### config.mk
export PLATFORM = sky130hd
export DESIGN_NAME = dcrt_core
export DESIGN_NICKNAME = d
export VERILOG_FILES = /design/src/dcrt_pkg.sv /design/src/dcrt_core.sv
export VERILOG_INCLUDE_DIRS = /design/src
export SDC_FILE = /design/constraint.sdc
export NUM_CORES = 1
export LEC_CHECK = 0
export BUFFER_PORTS_ARGS = -buffer_cell sky130_fd_sc_hd__buf_2
export CAP_MARGIN = 5
export CELL_PAD_IN_SITES_DETAIL_PLACEMENT = 0
export CELL_PAD_IN_SITES_GLOBAL_PLACEMENT = 1
export CORE_ASPECT_RATIO = 1.2
export CORE_UTILIZATION = 45
export CTS_CLUSTER_SIZE = 8
export DETAILED_ROUTE_END_ITERATION = 8
export HOLD_SLACK_MARGIN = 0.12
export PLACE_DENSITY = 0.86
export RECOVER_POWER = 25
export SETUP_SLACK_MARGIN = 0.5
export SKIP_CTS_REPAIR_TIMING = 1
export SLEW_MARGIN = 25
export SYNTH_ARGS = -nofsm -noshare
export SYNTH_HDL_FRONTEND = slang
export SYNTH_SLANG_ARGS = --single-unit
export TNS_END_PERCENT = 5
### constraint.sdc
create_clock -name clk_sys -period 8.5 [get_ports clk_sys]
set_clock_uncertainty 0.2 [all_clocks]
set_input_delay 0.85 -clock clk_sys [delete_from_list [all_inputs] [get_ports clk_sys]]
set_output_delay 0.85 -clock clk_sys [all_outputs]
set_load 0.05 [all_outputs]
### src/dcrt_cfg.svh
// dcrt_cfg.svh: offsets, field positions, reset values and timing counts of the channel block
`ifndef DCRT_CFG_SVH
`define DCRT_CFG_SVH

// =============================================================
// cpu i/o offsets (byte-wide port)
`define DCRT_OFF_CMD 4'h8
`define DCRT_OFF_MODE 4'hb
`define DCRT_OFF_CLR_FF 4'hc
`define DCRT_OFF_MCLR 4'hd
`define DCRT_OFF_CLR_MODE 4'he

// =============================================================
// subsystem_control bit positions
`define DCRT_CMD_MM 0
`define DCRT_CMD_AH 1
`define DCRT_CMD_CD 2
`define DCRT_CMD_CT 3
`define DCRT_CMD_RP 4
`define DCRT_CMD_EW 5
`define DCRT_CMD_REQP 6
`define DCRT_CMD_ACKP 7

// =============================================================
// stored mode bits (mode byte bits 7..2 kept as 5..0)
`define DCRT_MODE_DEC 3
`define DCRT_MODE_AI 2

// =============================================================
// reset values and constants
`define DCRT_CMD_RST 8'h00
`define DCRT_MODE_RST 6'h00
`define DCRT_WORD_RST 16'h0000
`define DCRT_MODE_RD_LOW 2'h3
`define DCRT_CNT_ZERO 16'h0000
`define DCRT_STEP 16'h0001

// =============================================================
// extra wait states after the first one
`define DCRT_WAITS_NORMAL 2'h1
`define DCRT_WAITS_SHORT 2'h0

`endif

### src/dcrt_pkg.sv
// dcrt_pkg.sv: types shared by the channel block
package dcrt_pkg;
    typedef enum logic [2:0] {ST_IDLE, ST_LATCH, ST_CMD, ST_WAIT, ST_FIN} dcrt_state_t;
    typedef enum logic [1:0] {SVC_DEMAND, SVC_SINGLE, SVC_BLOCK, SVC_CASCADE} dcrt_svc_t;
    typedef enum logic [1:0] {TT_VERIFY, TT_WRITE, TT_READ, TT_ILLEGAL} dcrt_xtype_t;
endpackage

### src/dcrt_core.sv
// dcrt_core.sv: four-channel register set and transfer timing engine
`timescale 1ns/100ps
`include "dcrt_cfg.svh"

module dcrt_core #(
    parameter int XW = 19,
    parameter int XDEPTH = 2
) (
    input wire logic clk_sys,
    input wire logic resetn,
    input wire logic [3:0] io_addr,
    input wire logic io_wr,
    input wire logic io_rd,
    input wire logic [7:0] io_wdata,
    output logic [7:0] io_rdata,
    input wire logic [3:0] channel_request,
    output logic [3:0] channel_acknowledge,
    input wire logic io_ready,
    output logic [15:0] addr_out,
    output logic addr_strobe,
    output logic terminal_count,
    output logic mem_rd_cmd,
    output logic mem_wr_cmd,
    output logic io_rd_cmd,
    output logic io_wr_cmd,
    output logic [3:0] mask_set,
    output logic xfer_valid,
    input wire logic xfer_ready,
    output logic [XW-1:0] xfer_data
);
    localparam int AW = (XDEPTH > 1) ? $clog2(XDEPTH) : 1;
    localparam int CW = $clog2(XDEPTH + 1);

    // =============================================================
    // state
    logic [7:0] cmd_q;
    logic [15:0] addr_q [4];
    logic [15:0] cnt_q [4];
    logic [15:0] base_addr_q [4];
    logic [15:0] base_cnt_q [4];
    logic [5:0] mode_q [4];
    logic [15:0] addr_nx [4];
    logic [3:0] halted_q, mask_set_q, cascade, ack_hit;
    logic ff_q, mm_wr_q, mm_wr_d, hi_valid_q;
    logic [1:0] mrd_q, chan_q, chan_d, last_q, wait_q, wait_d, gnt;
    logic [7:0] hi_last_q, rdata_q;
    logic found;
    dcrt_pkg::dcrt_state_t state_q, state_d;
    logic [XW-1:0] fifo_q [XDEPTH];
    logic [AW-1:0] wp_q, rp_q;
    logic [CW-1:0] fcnt_q;

    // =============================================================
    // cpu decode
    wire ch_acc = !io_addr[3];
    wire [1:0] acc_ch = io_addr[2:1];
    wire acc_cnt = io_addr[0];
    wire wr_cmd = io_wr && io_addr == `DCRT_OFF_CMD;
    wire wr_mode = io_wr && io_addr == `DCRT_OFF_MODE;
    wire rd_mode = io_rd && io_addr == `DCRT_OFF_MODE;
    wire mclr = io_wr && io_addr == `DCRT_OFF_MCLR;
    wire clr_ff = io_wr && io_addr == `DCRT_OFF_CLR_FF;
    wire clr_mode = io_wr && io_addr == `DCRT_OFF_CLR_MODE;

    // control fields
    wire mm_en = cmd_q[`DCRT_CMD_MM];
    wire src_hold = cmd_q[`DCRT_CMD_AH];
    wire sub_off = cmd_q[`DCRT_CMD_CD];
    wire short_tm = cmd_q[`DCRT_CMD_CT];
    wire rot = cmd_q[`DCRT_CMD_RP];
    wire early_wr = cmd_q[`DCRT_CMD_EW];
    wire req_pol = cmd_q[`DCRT_CMD_REQP];
    wire ack_pol = cmd_q[`DCRT_CMD_ACKP];

    // read mux; the mode read shows the stored six bits over two ones
    wire [15:0] rd_word = acc_cnt ? cnt_q[acc_ch] : addr_q[acc_ch];
    wire [7:0] rd_mux = ch_acc ? (ff_q ? rd_word[15:8] : rd_word[7:0]) :
        (io_addr == `DCRT_OFF_CMD) ? cmd_q :
        (io_addr == `DCRT_OFF_MODE) ? {mode_q[mrd_q], `DCRT_MODE_RD_LOW} : 8'h00;

    // =============================================================
    // active channel view; in the paired mode the write phase uses channel 1
    wire mm_act = mm_en && chan_q == 2'h0;
    wire [1:0] act_chan = mm_wr_q ? 2'h1 : chan_q;
    wire [15:0] cur_addr = addr_q[act_chan];
    wire tc_now = cnt_q[act_chan] == `DCRT_CNT_ZERO;
    wire tc_end = tc_now && (!mm_act || mm_wr_q);
    wire [5:0] cur_mode = mode_q[chan_q];
    wire [1:0] svc = cur_mode[5:4];
    wire [1:0] xt = cur_mode[1:0];
    wire no_cmd = !mm_act && (xt == dcrt_pkg::TT_VERIFY || xt == dcrt_pkg::TT_ILLEGAL);
    wire fin = state_q == dcrt_pkg::ST_FIN;
    wire room = fcnt_q != CW'(XDEPTH);
    wire [3:0] req_act = (channel_request ^ {4{req_pol}}) & ~halted_q & ~cascade;
    // a verify cycle never waits on ready since nothing moves on the bus
    wire wait_done = wait_q == 2'h0 && (io_ready || no_cmd);
    wire room_next = fcnt_q < CW'(XDEPTH - 1) || (xfer_valid && xfer_ready); // this push uses a slot
    wire keep_going = !tc_end && !sub_off && room_next &&
        (mm_act || svc == dcrt_pkg::SVC_BLOCK ||
        (svc == dcrt_pkg::SVC_DEMAND && req_act[chan_q]));
    wire [1:0] nxt_act = (mm_act && !mm_wr_q) ? 2'h1 : chan_q;
    // refresh the external latch only when the upper byte is about to change
    wire need_latch = !hi_valid_q || addr_nx[nxt_act][15:8] != hi_last_q;

    // =============================================================
    // per-channel registers
    genvar c;
    generate
        for (c = 0; c < 4; c++) begin : g_ch
            wire upd = fin && act_chan == 2'(c);
            wire tcx = upd && cnt_q[c] == `DCRT_CNT_ZERO;
            wire ai = mode_q[c][`DCRT_MODE_AI];
            wire dec = mode_q[c][`DCRT_MODE_DEC];
            wire hold = (c == 0) && mm_en && src_hold;
            wire wa = io_wr && ch_acc && acc_ch == 2'(c) && !acc_cnt;
            wire wc = io_wr && ch_acc && acc_ch == 2'(c) && acc_cnt;
            wire [15:0] step = dec ? addr_q[c] - `DCRT_STEP : addr_q[c] + `DCRT_STEP;
            wire [15:0] cnt_nx = (tcx && ai) ? base_cnt_q[c] :
                upd ? cnt_q[c] - `DCRT_STEP : cnt_q[c];
            assign cascade[c] = mode_q[c][5:4] == dcrt_pkg::SVC_CASCADE;
            assign ack_hit[c] = state_q != dcrt_pkg::ST_IDLE && chan_q == 2'(c);
            assign addr_nx[c] = (tcx && ai) ? base_addr_q[c] :
                (upd && !hold) ? step : addr_q[c];

            // cpu byte writes land in current and base copies together
            always_ff @(posedge clk_sys or negedge resetn) begin
                if (!resetn) begin
                    addr_q[c] <= `DCRT_WORD_RST;
                    base_addr_q[c] <= `DCRT_WORD_RST;
                end else if (wa && ff_q) begin
                    addr_q[c][15:8] <= io_wdata;
                    base_addr_q[c][15:8] <= io_wdata;
                end else if (wa) begin
                    addr_q[c][7:0] <= io_wdata;
                    base_addr_q[c][7:0] <= io_wdata;
                end else begin
                    addr_q[c] <= addr_nx[c];
                end
            end

            always_ff @(posedge clk_sys or negedge resetn) begin
                if (!resetn) begin
                    cnt_q[c] <= `DCRT_WORD_RST;
                    base_cnt_q[c] <= `DCRT_WORD_RST;
                end else if (wc && ff_q) begin
                    cnt_q[c][15:8] <= io_wdata;
                    base_cnt_q[c][15:8] <= io_wdata;
                end else if (wc) begin
                    cnt_q[c][7:0] <= io_wdata;
                    base_cnt_q[c][7:0] <= io_wdata;
                end else begin
                    cnt_q[c] <= cnt_nx;
                end
            end

            // halt at rollover wins over a same-cycle clear
            always_ff @(posedge clk_sys or negedge resetn) begin
                if (!resetn) begin
                    halted_q[c] <= 1'b0;
                    mask_set_q[c] <= 1'b0;
                    mode_q[c] <= `DCRT_MODE_RST;
                end else begin
                    halted_q[c] <= (tcx && !ai) || (halted_q[c] && !(mclr || wc));
                    mask_set_q[c] <= tcx && !ai;
                    if (wr_mode && io_wdata[1:0] == 2'(c))
                        mode_q[c] <= io_wdata[7:2];
                end
            end
        end
    endgenerate

    // =============================================================
    // control register, byte pointer and mode read counter
    always_ff @(posedge clk_sys or negedge resetn) begin
        if (!resetn) begin
            cmd_q <= `DCRT_CMD_RST;
            ff_q <= 1'b0;
            mrd_q <= 2'h0;
            rdata_q <= 8'h00;
        end else begin
            if (mclr)
                cmd_q <= `DCRT_CMD_RST;
            else if (wr_cmd)
                cmd_q <= io_wdata;
            if (mclr || clr_ff)
                ff_q <= 1'b0;
            else if ((io_wr || io_rd) && ch_acc)
                ff_q <= !ff_q;
            if (mclr || clr_mode)
                mrd_q <= 2'h0;
            else if (rd_mode)
                mrd_q <= mrd_q + 2'h1;
            if (io_rd)
                rdata_q <= rd_mux;
        end
    end

    // =============================================================
    // priority: fixed from channel 0, or rotating after the last served
    always_comb begin
        logic [1:0] idx;
        idx = 2'h0;
        found = 1'b0;
        gnt = 2'h0;
        for (int i = 0; i < 4; i++) begin
            idx = rot ? 2'(last_q + 2'(i + 1)) : 2'(i);
            if (!found && req_act[idx]) begin
                found = 1'b1;
                gnt = idx;
            end
        end
    end

    // =============================================================
    // cycle sequencer; the grant is frozen until the service ends
    always_comb begin
        state_d = state_q;
        chan_d = chan_q;
        mm_wr_d = mm_wr_q;
        wait_d = wait_q;
        case (state_q)
            dcrt_pkg::ST_IDLE: begin
                if (found && !sub_off && room) begin
                    chan_d = gnt;
                    mm_wr_d = 1'b0;
                    state_d = dcrt_pkg::ST_LATCH;
                end
            end
            dcrt_pkg::ST_LATCH: state_d = dcrt_pkg::ST_CMD;
            dcrt_pkg::ST_CMD: begin
                state_d = dcrt_pkg::ST_WAIT;
                wait_d = short_tm ? `DCRT_WAITS_SHORT : `DCRT_WAITS_NORMAL;
            end
            dcrt_pkg::ST_WAIT: begin
                if (wait_q != 2'h0)
                    wait_d = wait_q - 2'h1;
                else if (wait_done)
                    state_d = dcrt_pkg::ST_FIN;
            end
            dcrt_pkg::ST_FIN: begin
                if (mm_act && !mm_wr_q) begin
                    mm_wr_d = 1'b1;
                    state_d = need_latch ? dcrt_pkg::ST_LATCH : dcrt_pkg::ST_CMD;
                end else if (keep_going) begin
                    mm_wr_d = 1'b0;
                    state_d = need_latch ? dcrt_pkg::ST_LATCH : dcrt_pkg::ST_CMD;
                end else begin
                    state_d = dcrt_pkg::ST_IDLE;
                end
            end
            default: state_d = dcrt_pkg::ST_IDLE;
        endcase
    end

    always_ff @(posedge clk_sys or negedge resetn) begin
        if (!resetn) begin
            state_q <= dcrt_pkg::ST_IDLE;
            chan_q <= 2'h0;
            last_q <= 2'h3;
            mm_wr_q <= 1'b0;
            wait_q <= 2'h0;
        end else begin
            state_q <= state_d;
            chan_q <= chan_d;
            mm_wr_q <= mm_wr_d;
            wait_q <= wait_d;
            if (state_q == dcrt_pkg::ST_IDLE && state_d != dcrt_pkg::ST_IDLE)
                last_q <= gnt;
        end
    end

    // latch tracking; forgotten between services so each starts with a refresh
    always_ff @(posedge clk_sys or negedge resetn) begin
        if (!resetn) begin
            hi_valid_q <= 1'b0;
            hi_last_q <= 8'h00;
        end else if (state_q == dcrt_pkg::ST_IDLE) begin
            hi_valid_q <= 1'b0;
        end else if (state_q == dcrt_pkg::ST_LATCH) begin
            hi_valid_q <= 1'b1;
            hi_last_q <= cur_addr[15:8];
        end
    end

    // =============================================================
    // command strobes; early write or compressed timing opens write in command state
    wire act_cyc = state_q == dcrt_pkg::ST_CMD || state_q == dcrt_pkg::ST_WAIT;
    wire wr_on = state_q == dcrt_pkg::ST_WAIT ||
        (state_q == dcrt_pkg::ST_CMD && (early_wr || short_tm));
    assign mem_rd_cmd = act_cyc && (mm_act ? !mm_wr_q : xt == dcrt_pkg::TT_READ);
    assign io_wr_cmd = wr_on && !mm_act && xt == dcrt_pkg::TT_READ;
    assign io_rd_cmd = act_cyc && !mm_act && xt == dcrt_pkg::TT_WRITE;
    assign mem_wr_cmd = wr_on && (mm_act ? mm_wr_q : xt == dcrt_pkg::TT_WRITE);
    assign terminal_count = tc_end &&
        (short_tm ? state_q == dcrt_pkg::ST_CMD : fin);
    assign channel_acknowledge = ack_pol ? ack_hit : ~ack_hit;
    assign addr_strobe = state_q == dcrt_pkg::ST_LATCH;
    assign addr_out = cur_addr;
    assign io_rdata = rdata_q;
    assign mask_set = mask_set_q;

    // =============================================================
    // two-entry record buffer; when full, no new cycle starts
    wire push = fin && (!mm_act || mm_wr_q);
    wire pop = xfer_valid && xfer_ready;
    assign xfer_valid = fcnt_q != CW'(0);
    assign xfer_data = fifo_q[rp_q];

    always_ff @(posedge clk_sys or negedge resetn) begin
        if (!resetn) begin
            wp_q <= '0;
            rp_q <= '0;
            fcnt_q <= '0;
            for (int i = 0; i < XDEPTH; i++)
                fifo_q[i] <= '0;
        end else begin
            if (push) begin
                fifo_q[wp_q] <= XW'({tc_end, act_chan, cur_addr});
                wp_q <= (wp_q == AW'(XDEPTH - 1)) ? '0 : wp_q + AW'(1);
            end
            if (pop)
                rp_q <= (rp_q == AW'(XDEPTH - 1)) ? '0 : rp_q + AW'(1);
            fcnt_q <= fcnt_q + CW'(push) - CW'(pop);
        end
    end
endmodule // dcrt_core

==> results.sh, run 1 <==
export IMPL_stdcell_count=3369
export IMPL_final_setup_viol_count=0
export IMPL_slew_violations=198
export IMPL_placementRows=91
export IMPL_cts_buffer_depth=3
export IMPL_crit_path_end_kind="primary output"
export IMPL_required_ns=7.45
export IMPL_cts_tree="built"
export IMPL_routed_wl_mm=89.4
export IMPL_dieWidth_um=212
export IMPL_gp_congestion=1.01
export IMPL_die_h_um=253
export IMPL_maxCapViolations=2
export IMPL_yosys_area_top_type="dfrtp_1"
export IMPL_grt_overflow=0
export IMPL_async_flop_share=1.00
export IMPL_viasPerCell=6.52
export IMPL_placed_cell_area_um2=24800
export IMPL_dp_cells=3300
export IMPL_seq_area_um2=9210
export IMPL_area_growth_pct=10.4
export IMPL_clkTransAtPathRegs_ns=0.06
export IMPL_slew_headroom=-1.53
export IMPL_drive_gt1_frac=0.160
export IMPL_antenna_found_initial=3
export IMPL_crit_arrival_ns=4.32
export IMPL_synth_distinct_cells=84
export IMPL_avgSynthCellArea_um2=9.01
export IMPL_min_period_ns=5.37
export IMPL_cts_buffers_inserted=51
export IMPL_dp_hpwl_mm=63.6
export IMPL_stdcell_area_um2=26200
export IMPL_netlist_top_cells_area="dfrtp_1, mux2_2, nand2_1"
export IMPL_period_share=0.631
export IMPL_vias=22000
export IMPL_nNetsFinal=2753
export IMPL_syn_area_um2=23700
export IMPL_ios=80
export IMPL_yosysSeqAreaShare=0.389
export IMPL_drcViolationCount=0
export IMPL_cts_root_buf="clkbuf_16"
export IMPL_fillers=4839
export IMPL_synth_top_area_share=0.386
export IMPL_h_tree_depth=2
export IMPL_dieArea_um2=53600
export IMPL_rsz0062_at_grt="false"
export IMPL_dr_first_iter_drc_count=2436
export IMPL_violations="max-capacitance violations, max-slew violations"
export IMPL_finalHoldViolCount=0
export IMPL_initial_utilization=0.459
export IMPL_ant_nets=0
export IMPL_yosysMostFrequentCell="nand2_1"
export IMPL_synth_edf_count=0
export IMPL_multi_input_area_um2=13700
export IMPL_synth_common_cells="nand2_1, dfrtp_1, nor2_1"
export IMPL_tightest_slew_ns=3.80
export IMPL_path_class="register to primary output"
export IMPL_clock_latency_ns=0.62
export IMPL_critPathLaunchType="register"
export IMPL_portBuffers=79
export IMPL_worstPathMaxFanout=8
export IMPL_hold_class="input pin to async pin"
export IMPL_ir_drop_v=0.000253
export IMPL_p_per_area_nw_per_um2=361
export IMPL_power_leakage_uw=0.0114
export IMPL_yosysWarnings=0
export IMPL_status="finished, violations left"
export IMPL_synth_seq_cells=368
export IMPL_grtUsageTotal=0.338
export IMPL_synth_nets=2726
export IMPL_grt_pass1_wl_mm=135
export IMPL_firstDrtPassIters=6
export IMPL_grt_max_degree=142
export IMPL_tns_ns=0
export IMPL_p_total_uw=9460
export IMPL_wl_per_cell_um=26.5
export IMPL_netlist_instances=2631
export IMPL_coreArea_um2=51700
export IMPL_max_freq_ghz=0.186
export IMPL_clkSinkCount=368
export IMPL_grt_pass1_vias=21200
export IMPL_synthFlopType="dfrtp_1"
-- cells in the final DEF, fill, tap and decap left out, types with 13 or more instances in the layout --
cell type	synthesis	final
nor4_1	24	23
mux2i_1	31	31
o21ai_0	189	188
nor2_1	229	227
ha_1	69	69
o22ai_1	45	45
xnor2_1	50	50
mux4_2	49	49
o211ai_1	42	42
buf_2	3	80
nand2_1	384	384
nand2b_1	31	31
buf_4	0	43
and3_1	17	17
o21a_1	22	22
clkbuf_1	132	13
a21oi_1	190	188
or3_1	14	14
o31ai_1	20	20
nor3_1	48	47
a22oi_1	15	15
nor2b_1	15	15
clkbuf_16	0	53
inv_1	68	68
a211oi_1	45	45
a221oi_1	17	17
nand3_1	55	55
mux2_2	159	159
a31oi_1	29	29
dfrtp_1	366	364
a21o_1	27	27
xor2_1	29	29
nand4_1	15	15
-- layout make-up --
type                    count  share of cell area
multi-input cells        2039               0.522
flip-flops and latches    368               0.352
clock buffers              65              0.0524
well taps                 697              0.0333
repair buffers            127              0.0287
inverters                  71              0.0102
clock inverters             1            0.000765
diodes                      1           0.0000956
-- layer usage --
metal	global-route usage	share of wire	vias to the layer above
li1	-	-	9693
met1	0.407	0.38	10800
met2	0.540	0.46	1139
met3	0.0680	0.081	319
met4	0.238	0.079	6
met5	0	0.00041	-
-- state kept, by name, summed over array words and instances, names as in the netlist, 3 cells and up --
name	count
mode_q	16
state_q	3
io_rdata	8
cmd_q	8
g_ch.ai	4
g_ch.dec	4
fifo_q	38
addr_q	64
mask_set	4
hi_last_q	8
base_cnt_q	64
base_addr_q	64
cnt_q	64
halted_q	4
-- logic make-up (layout without fill, tap and decap cells) --
kind of cell               count (synthesis)  count (layout)  share of synthesized area
xor gates and xnor gates                  79              79                     0.0292
buffers and inverters                    224             264                     0.0359
muxes                                    239             239                      0.135
other                                      0               1                          0
AOI/OAI and AO/OA                        741             741                      0.197
and+or+nand+nor                          907             907                      0.174
DFF                                      368             368                      0.389
adders and majority gates                 73              73                     0.0398
-- final timing paths --
kind                                       startpoint                         end  slack [ns]  cells past startpoint
hold / removal                                 resetn       addr_q[6]$_DFFE_PN0P_        0.09                      1
max in group asynchronous                      resetn       cnt_q[48]$_DFFE_PN0P_        3.71                      2
setup / recovery                cnt_q[20]$_DFFE_PN0P_              terminal_count        3.13                     10
setup reg to reg                  mm_wr_q$_DFFE_PN0P_        state_q[0]$_DFF_PN0_        3.41                     12
min in group clk_sys       base_cnt_q[27]$_DFFE_PN0P_  base_cnt_q[27]$_DFFE_PN0P_        0.27                      2
hold reg to reg            base_cnt_q[27]$_DFFE_PN0P_  base_cnt_q[27]$_DFFE_PN0P_        0.27                      2
-- critical path, stage by stage, from the launching register on --
cell and delay (ns):
dfrtp_1 0.51, nor4_1 0.79, nand4_1 0.37, nor4_1 0.53
nand2_1 0.24, nor3_1 0.24, a211oi_1 0.12, a211oi_1 0.27
buf_4 0.23, and2_1 0.14, buf_2 0.26
-- stage by stage --
step                       util  hold WS [ns]  setup slack, ns
after detailed placement  0.479         0.259             3.49
after floorplan               -         0.240             4.31
after global routing      0.506         0.177             2.92
final                     0.506        0.0912             3.13
after CTS                 0.506         0.168             3.26
after global placement    0.479         0.253             3.57
-- power breakdown --
part / switching, uW / leakage, uW / internal [uW] / total [uW]
clock: 796 / 0.000677 / 1110 / 1900
sequential: 793 / 0.00466 / 2300 / 3090
combinational: 2800 / 0.00604 / 1670 / 4470
total: 4390 / 0.0114 / 5070 / 9460
Note: power is estimated with default switching activity, not from simulation.
==> inputs of run 2 (changes only) <==
Clock period 8.5 ns to 5.49 ns, I/O delays scaled along.
==> results.sh, run 2 (synthesis gave the netlist of run 1 again) <==
export IMPL_grt_pass1_vias=21200
export IMPL_ir_drop_v=0.000356
export IMPL_gp_congestion=1.00
export IMPL_clkTransAtPathRegs_ns=0.06
export IMPL_violations="max-capacitance violations, max-slew violations"
export IMPL_maxCapViolations=2
export IMPL_p_per_area_nw_per_um2=555
export IMPL_path_class="register to primary output"
export IMPL_placementRows=91
export IMPL_critPathLaunchType="register"
export IMPL_area_growth_pct=11.4
export IMPL_cts_tree="built"
export IMPL_dp_cells=3319
export IMPL_dieWidth_um=212
export IMPL_grt_pass1_wl_mm=132
export IMPL_max_freq_ghz=0.206
export IMPL_layout_common_cells="nand2_1, dfrtp_1, nor2_1, a21oi_1, o21ai_0"
export IMPL_stdcell_count=3407
export IMPL_hold_class="input pin to register"
export IMPL_grt_overflow=0
export IMPL_die_h_um=253
export IMPL_tns_ns=0
export IMPL_final_common_cell="nand2_1"
export IMPL_dp_hpwl_mm=64.2
export IMPL_nNetsFinal=2775
export IMPL_grtUsageTotal=0.330
export IMPL_cts_buffers_inserted=52
export IMPL_ant_nets=0
export IMPL_required_ns=4.74
export IMPL_clkSinkCount=368
export IMPL_cts_root_buf="clkbuf_16"
export IMPL_dieArea_um2=53600
export IMPL_finalHoldViolCount=0
export IMPL_fin_util=0.511
export IMPL_cpPeakStageDelay_ns=0.46
export IMPL_path_cells="nor4_2 -> nand2b_1 -> or2_2 -> nor3_1 -> nand2_1 -> nor2_1 -> a211oi_1 -> a211oi_1 -> buf_4 -> and2_1 -> buf_2"
export IMPL_power_leakage_uw=0.0115
export IMPL_crit_path_frequent_cell="a211oi_1"
export IMPL_status="finished, violations left"
export IMPL_clock_latency_ns=0.62
export IMPL_coreArea_um2=51700
export IMPL_antenna_found_initial=2
export IMPL_initial_utilization=0.459
export IMPL_slowest_stage="dfrtp_1"
export IMPL_final_setup_viol_count=0
export IMPL_path_delay_family="simple AND/OR/NAND/NOR gates"
export IMPL_firstDrtPassIters=6
export IMPL_drcViolationCount=0
export IMPL_crit_path_end_kind="primary output"
export IMPL_drive_gt1_frac=0.162
export IMPL_crit_buf_inv=2
export IMPL_h_tree_depth=2
export IMPL_dr_first_iter_drc_count=2181
export IMPL_ios=80
export IMPL_p_total_uw=14600
export IMPL_viasPerCell=6.47
export IMPL_period_share=0.886
export IMPL_rsz0062_at_grt="true"
export IMPL_slew_violations=129
export IMPL_slew_headroom=-0.819
export IMPL_grt_max_degree=103
export IMPL_portBuffers=79
export IMPL_cts_buffer_depth=3
export IMPL_worstPathMaxFanout=7
export IMPL_routed_wl_mm=88.4
export IMPL_hold_ws_ns=0.131
export IMPL_crit_arrival_ns=4.11
export IMPL_vias=22100
export IMPL_min_period_ns=4.86
export IMPL_wl_per_cell_um=26.0
export IMPL_tightest_slew_ns=2.73
## run 2: power by group
part / internal, uW / total [uW] / switching [uW]
logic: 2610 / 6820 / 4210
clock network: 1750 / 3010 / 1260
registers: 3560 / 4820 / 1270
total: 7910 / 14600 / 6740
## run 2: cell type report
type,instances,area (um2)
inverter,71,267
timing repair buffer,148,893
antenna,2,5.00
sequential,368,9220
fill,4926,25300
clock inverter,4,50.0
clock buffer,78,1410
multi-input combinational,2039,13700
tap,697,872
## run 2: worst paths after layout
path	start	slack (ns)	to	cells after the start
max in group asynchronous	resetn	1.10	chan_q[0]$_DFFE_PN0P_	3
hold reg to reg	fifo_q[34]$_DFFE_PN0P_	0.27	fifo_q[34]$_DFFE_PN0P_	2
setup / recovery	cnt_q[4]$_DFFE_PN0P_	0.63	terminal_count	11
setup reg to reg	g_ch[0].dec$_DFFE_PN0P_	0.74	state_q[0]$_DFF_PN0_	12
min in group asynchronous	resetn	1.11	addr_q[1]$_DFFE_PN0P_	2
hold / removal	io_wr	0.13	ff_q$_DFFE_PN0P_	4
## run 2: tightest hold or removal path: cells and delay by family
family / cells / cell delay [ns]
simple gates: 2 / 0.14
buf+inv: 1 / 0.13
compound gates: 1 / 0.09
## run 2: per-stage QoR
| stage | instance area, um2 | setup slack (ns) |
|---|---|---|
| 6_report | 26400 | 0.626 |
| 5_1_grt | 26400 | 0.393 |
| 4_1_cts | 26400 | 0.276 |
| 3_5_place_dp | 24900 | 0.592 |
| 3_3_place_gp | 24900 | 0.693 |
| 2_1_floorplan | 23700 | 1.30 |
## run 2: per-layer routing
metal,vias up,track usage,wire length [um]
li1,9747,-,-
met1,10900,0.390,33100
met2,1092,0.548,42300
met3,324,0.0671,6760
met4,4,0.210,6170
met5,-,0,25
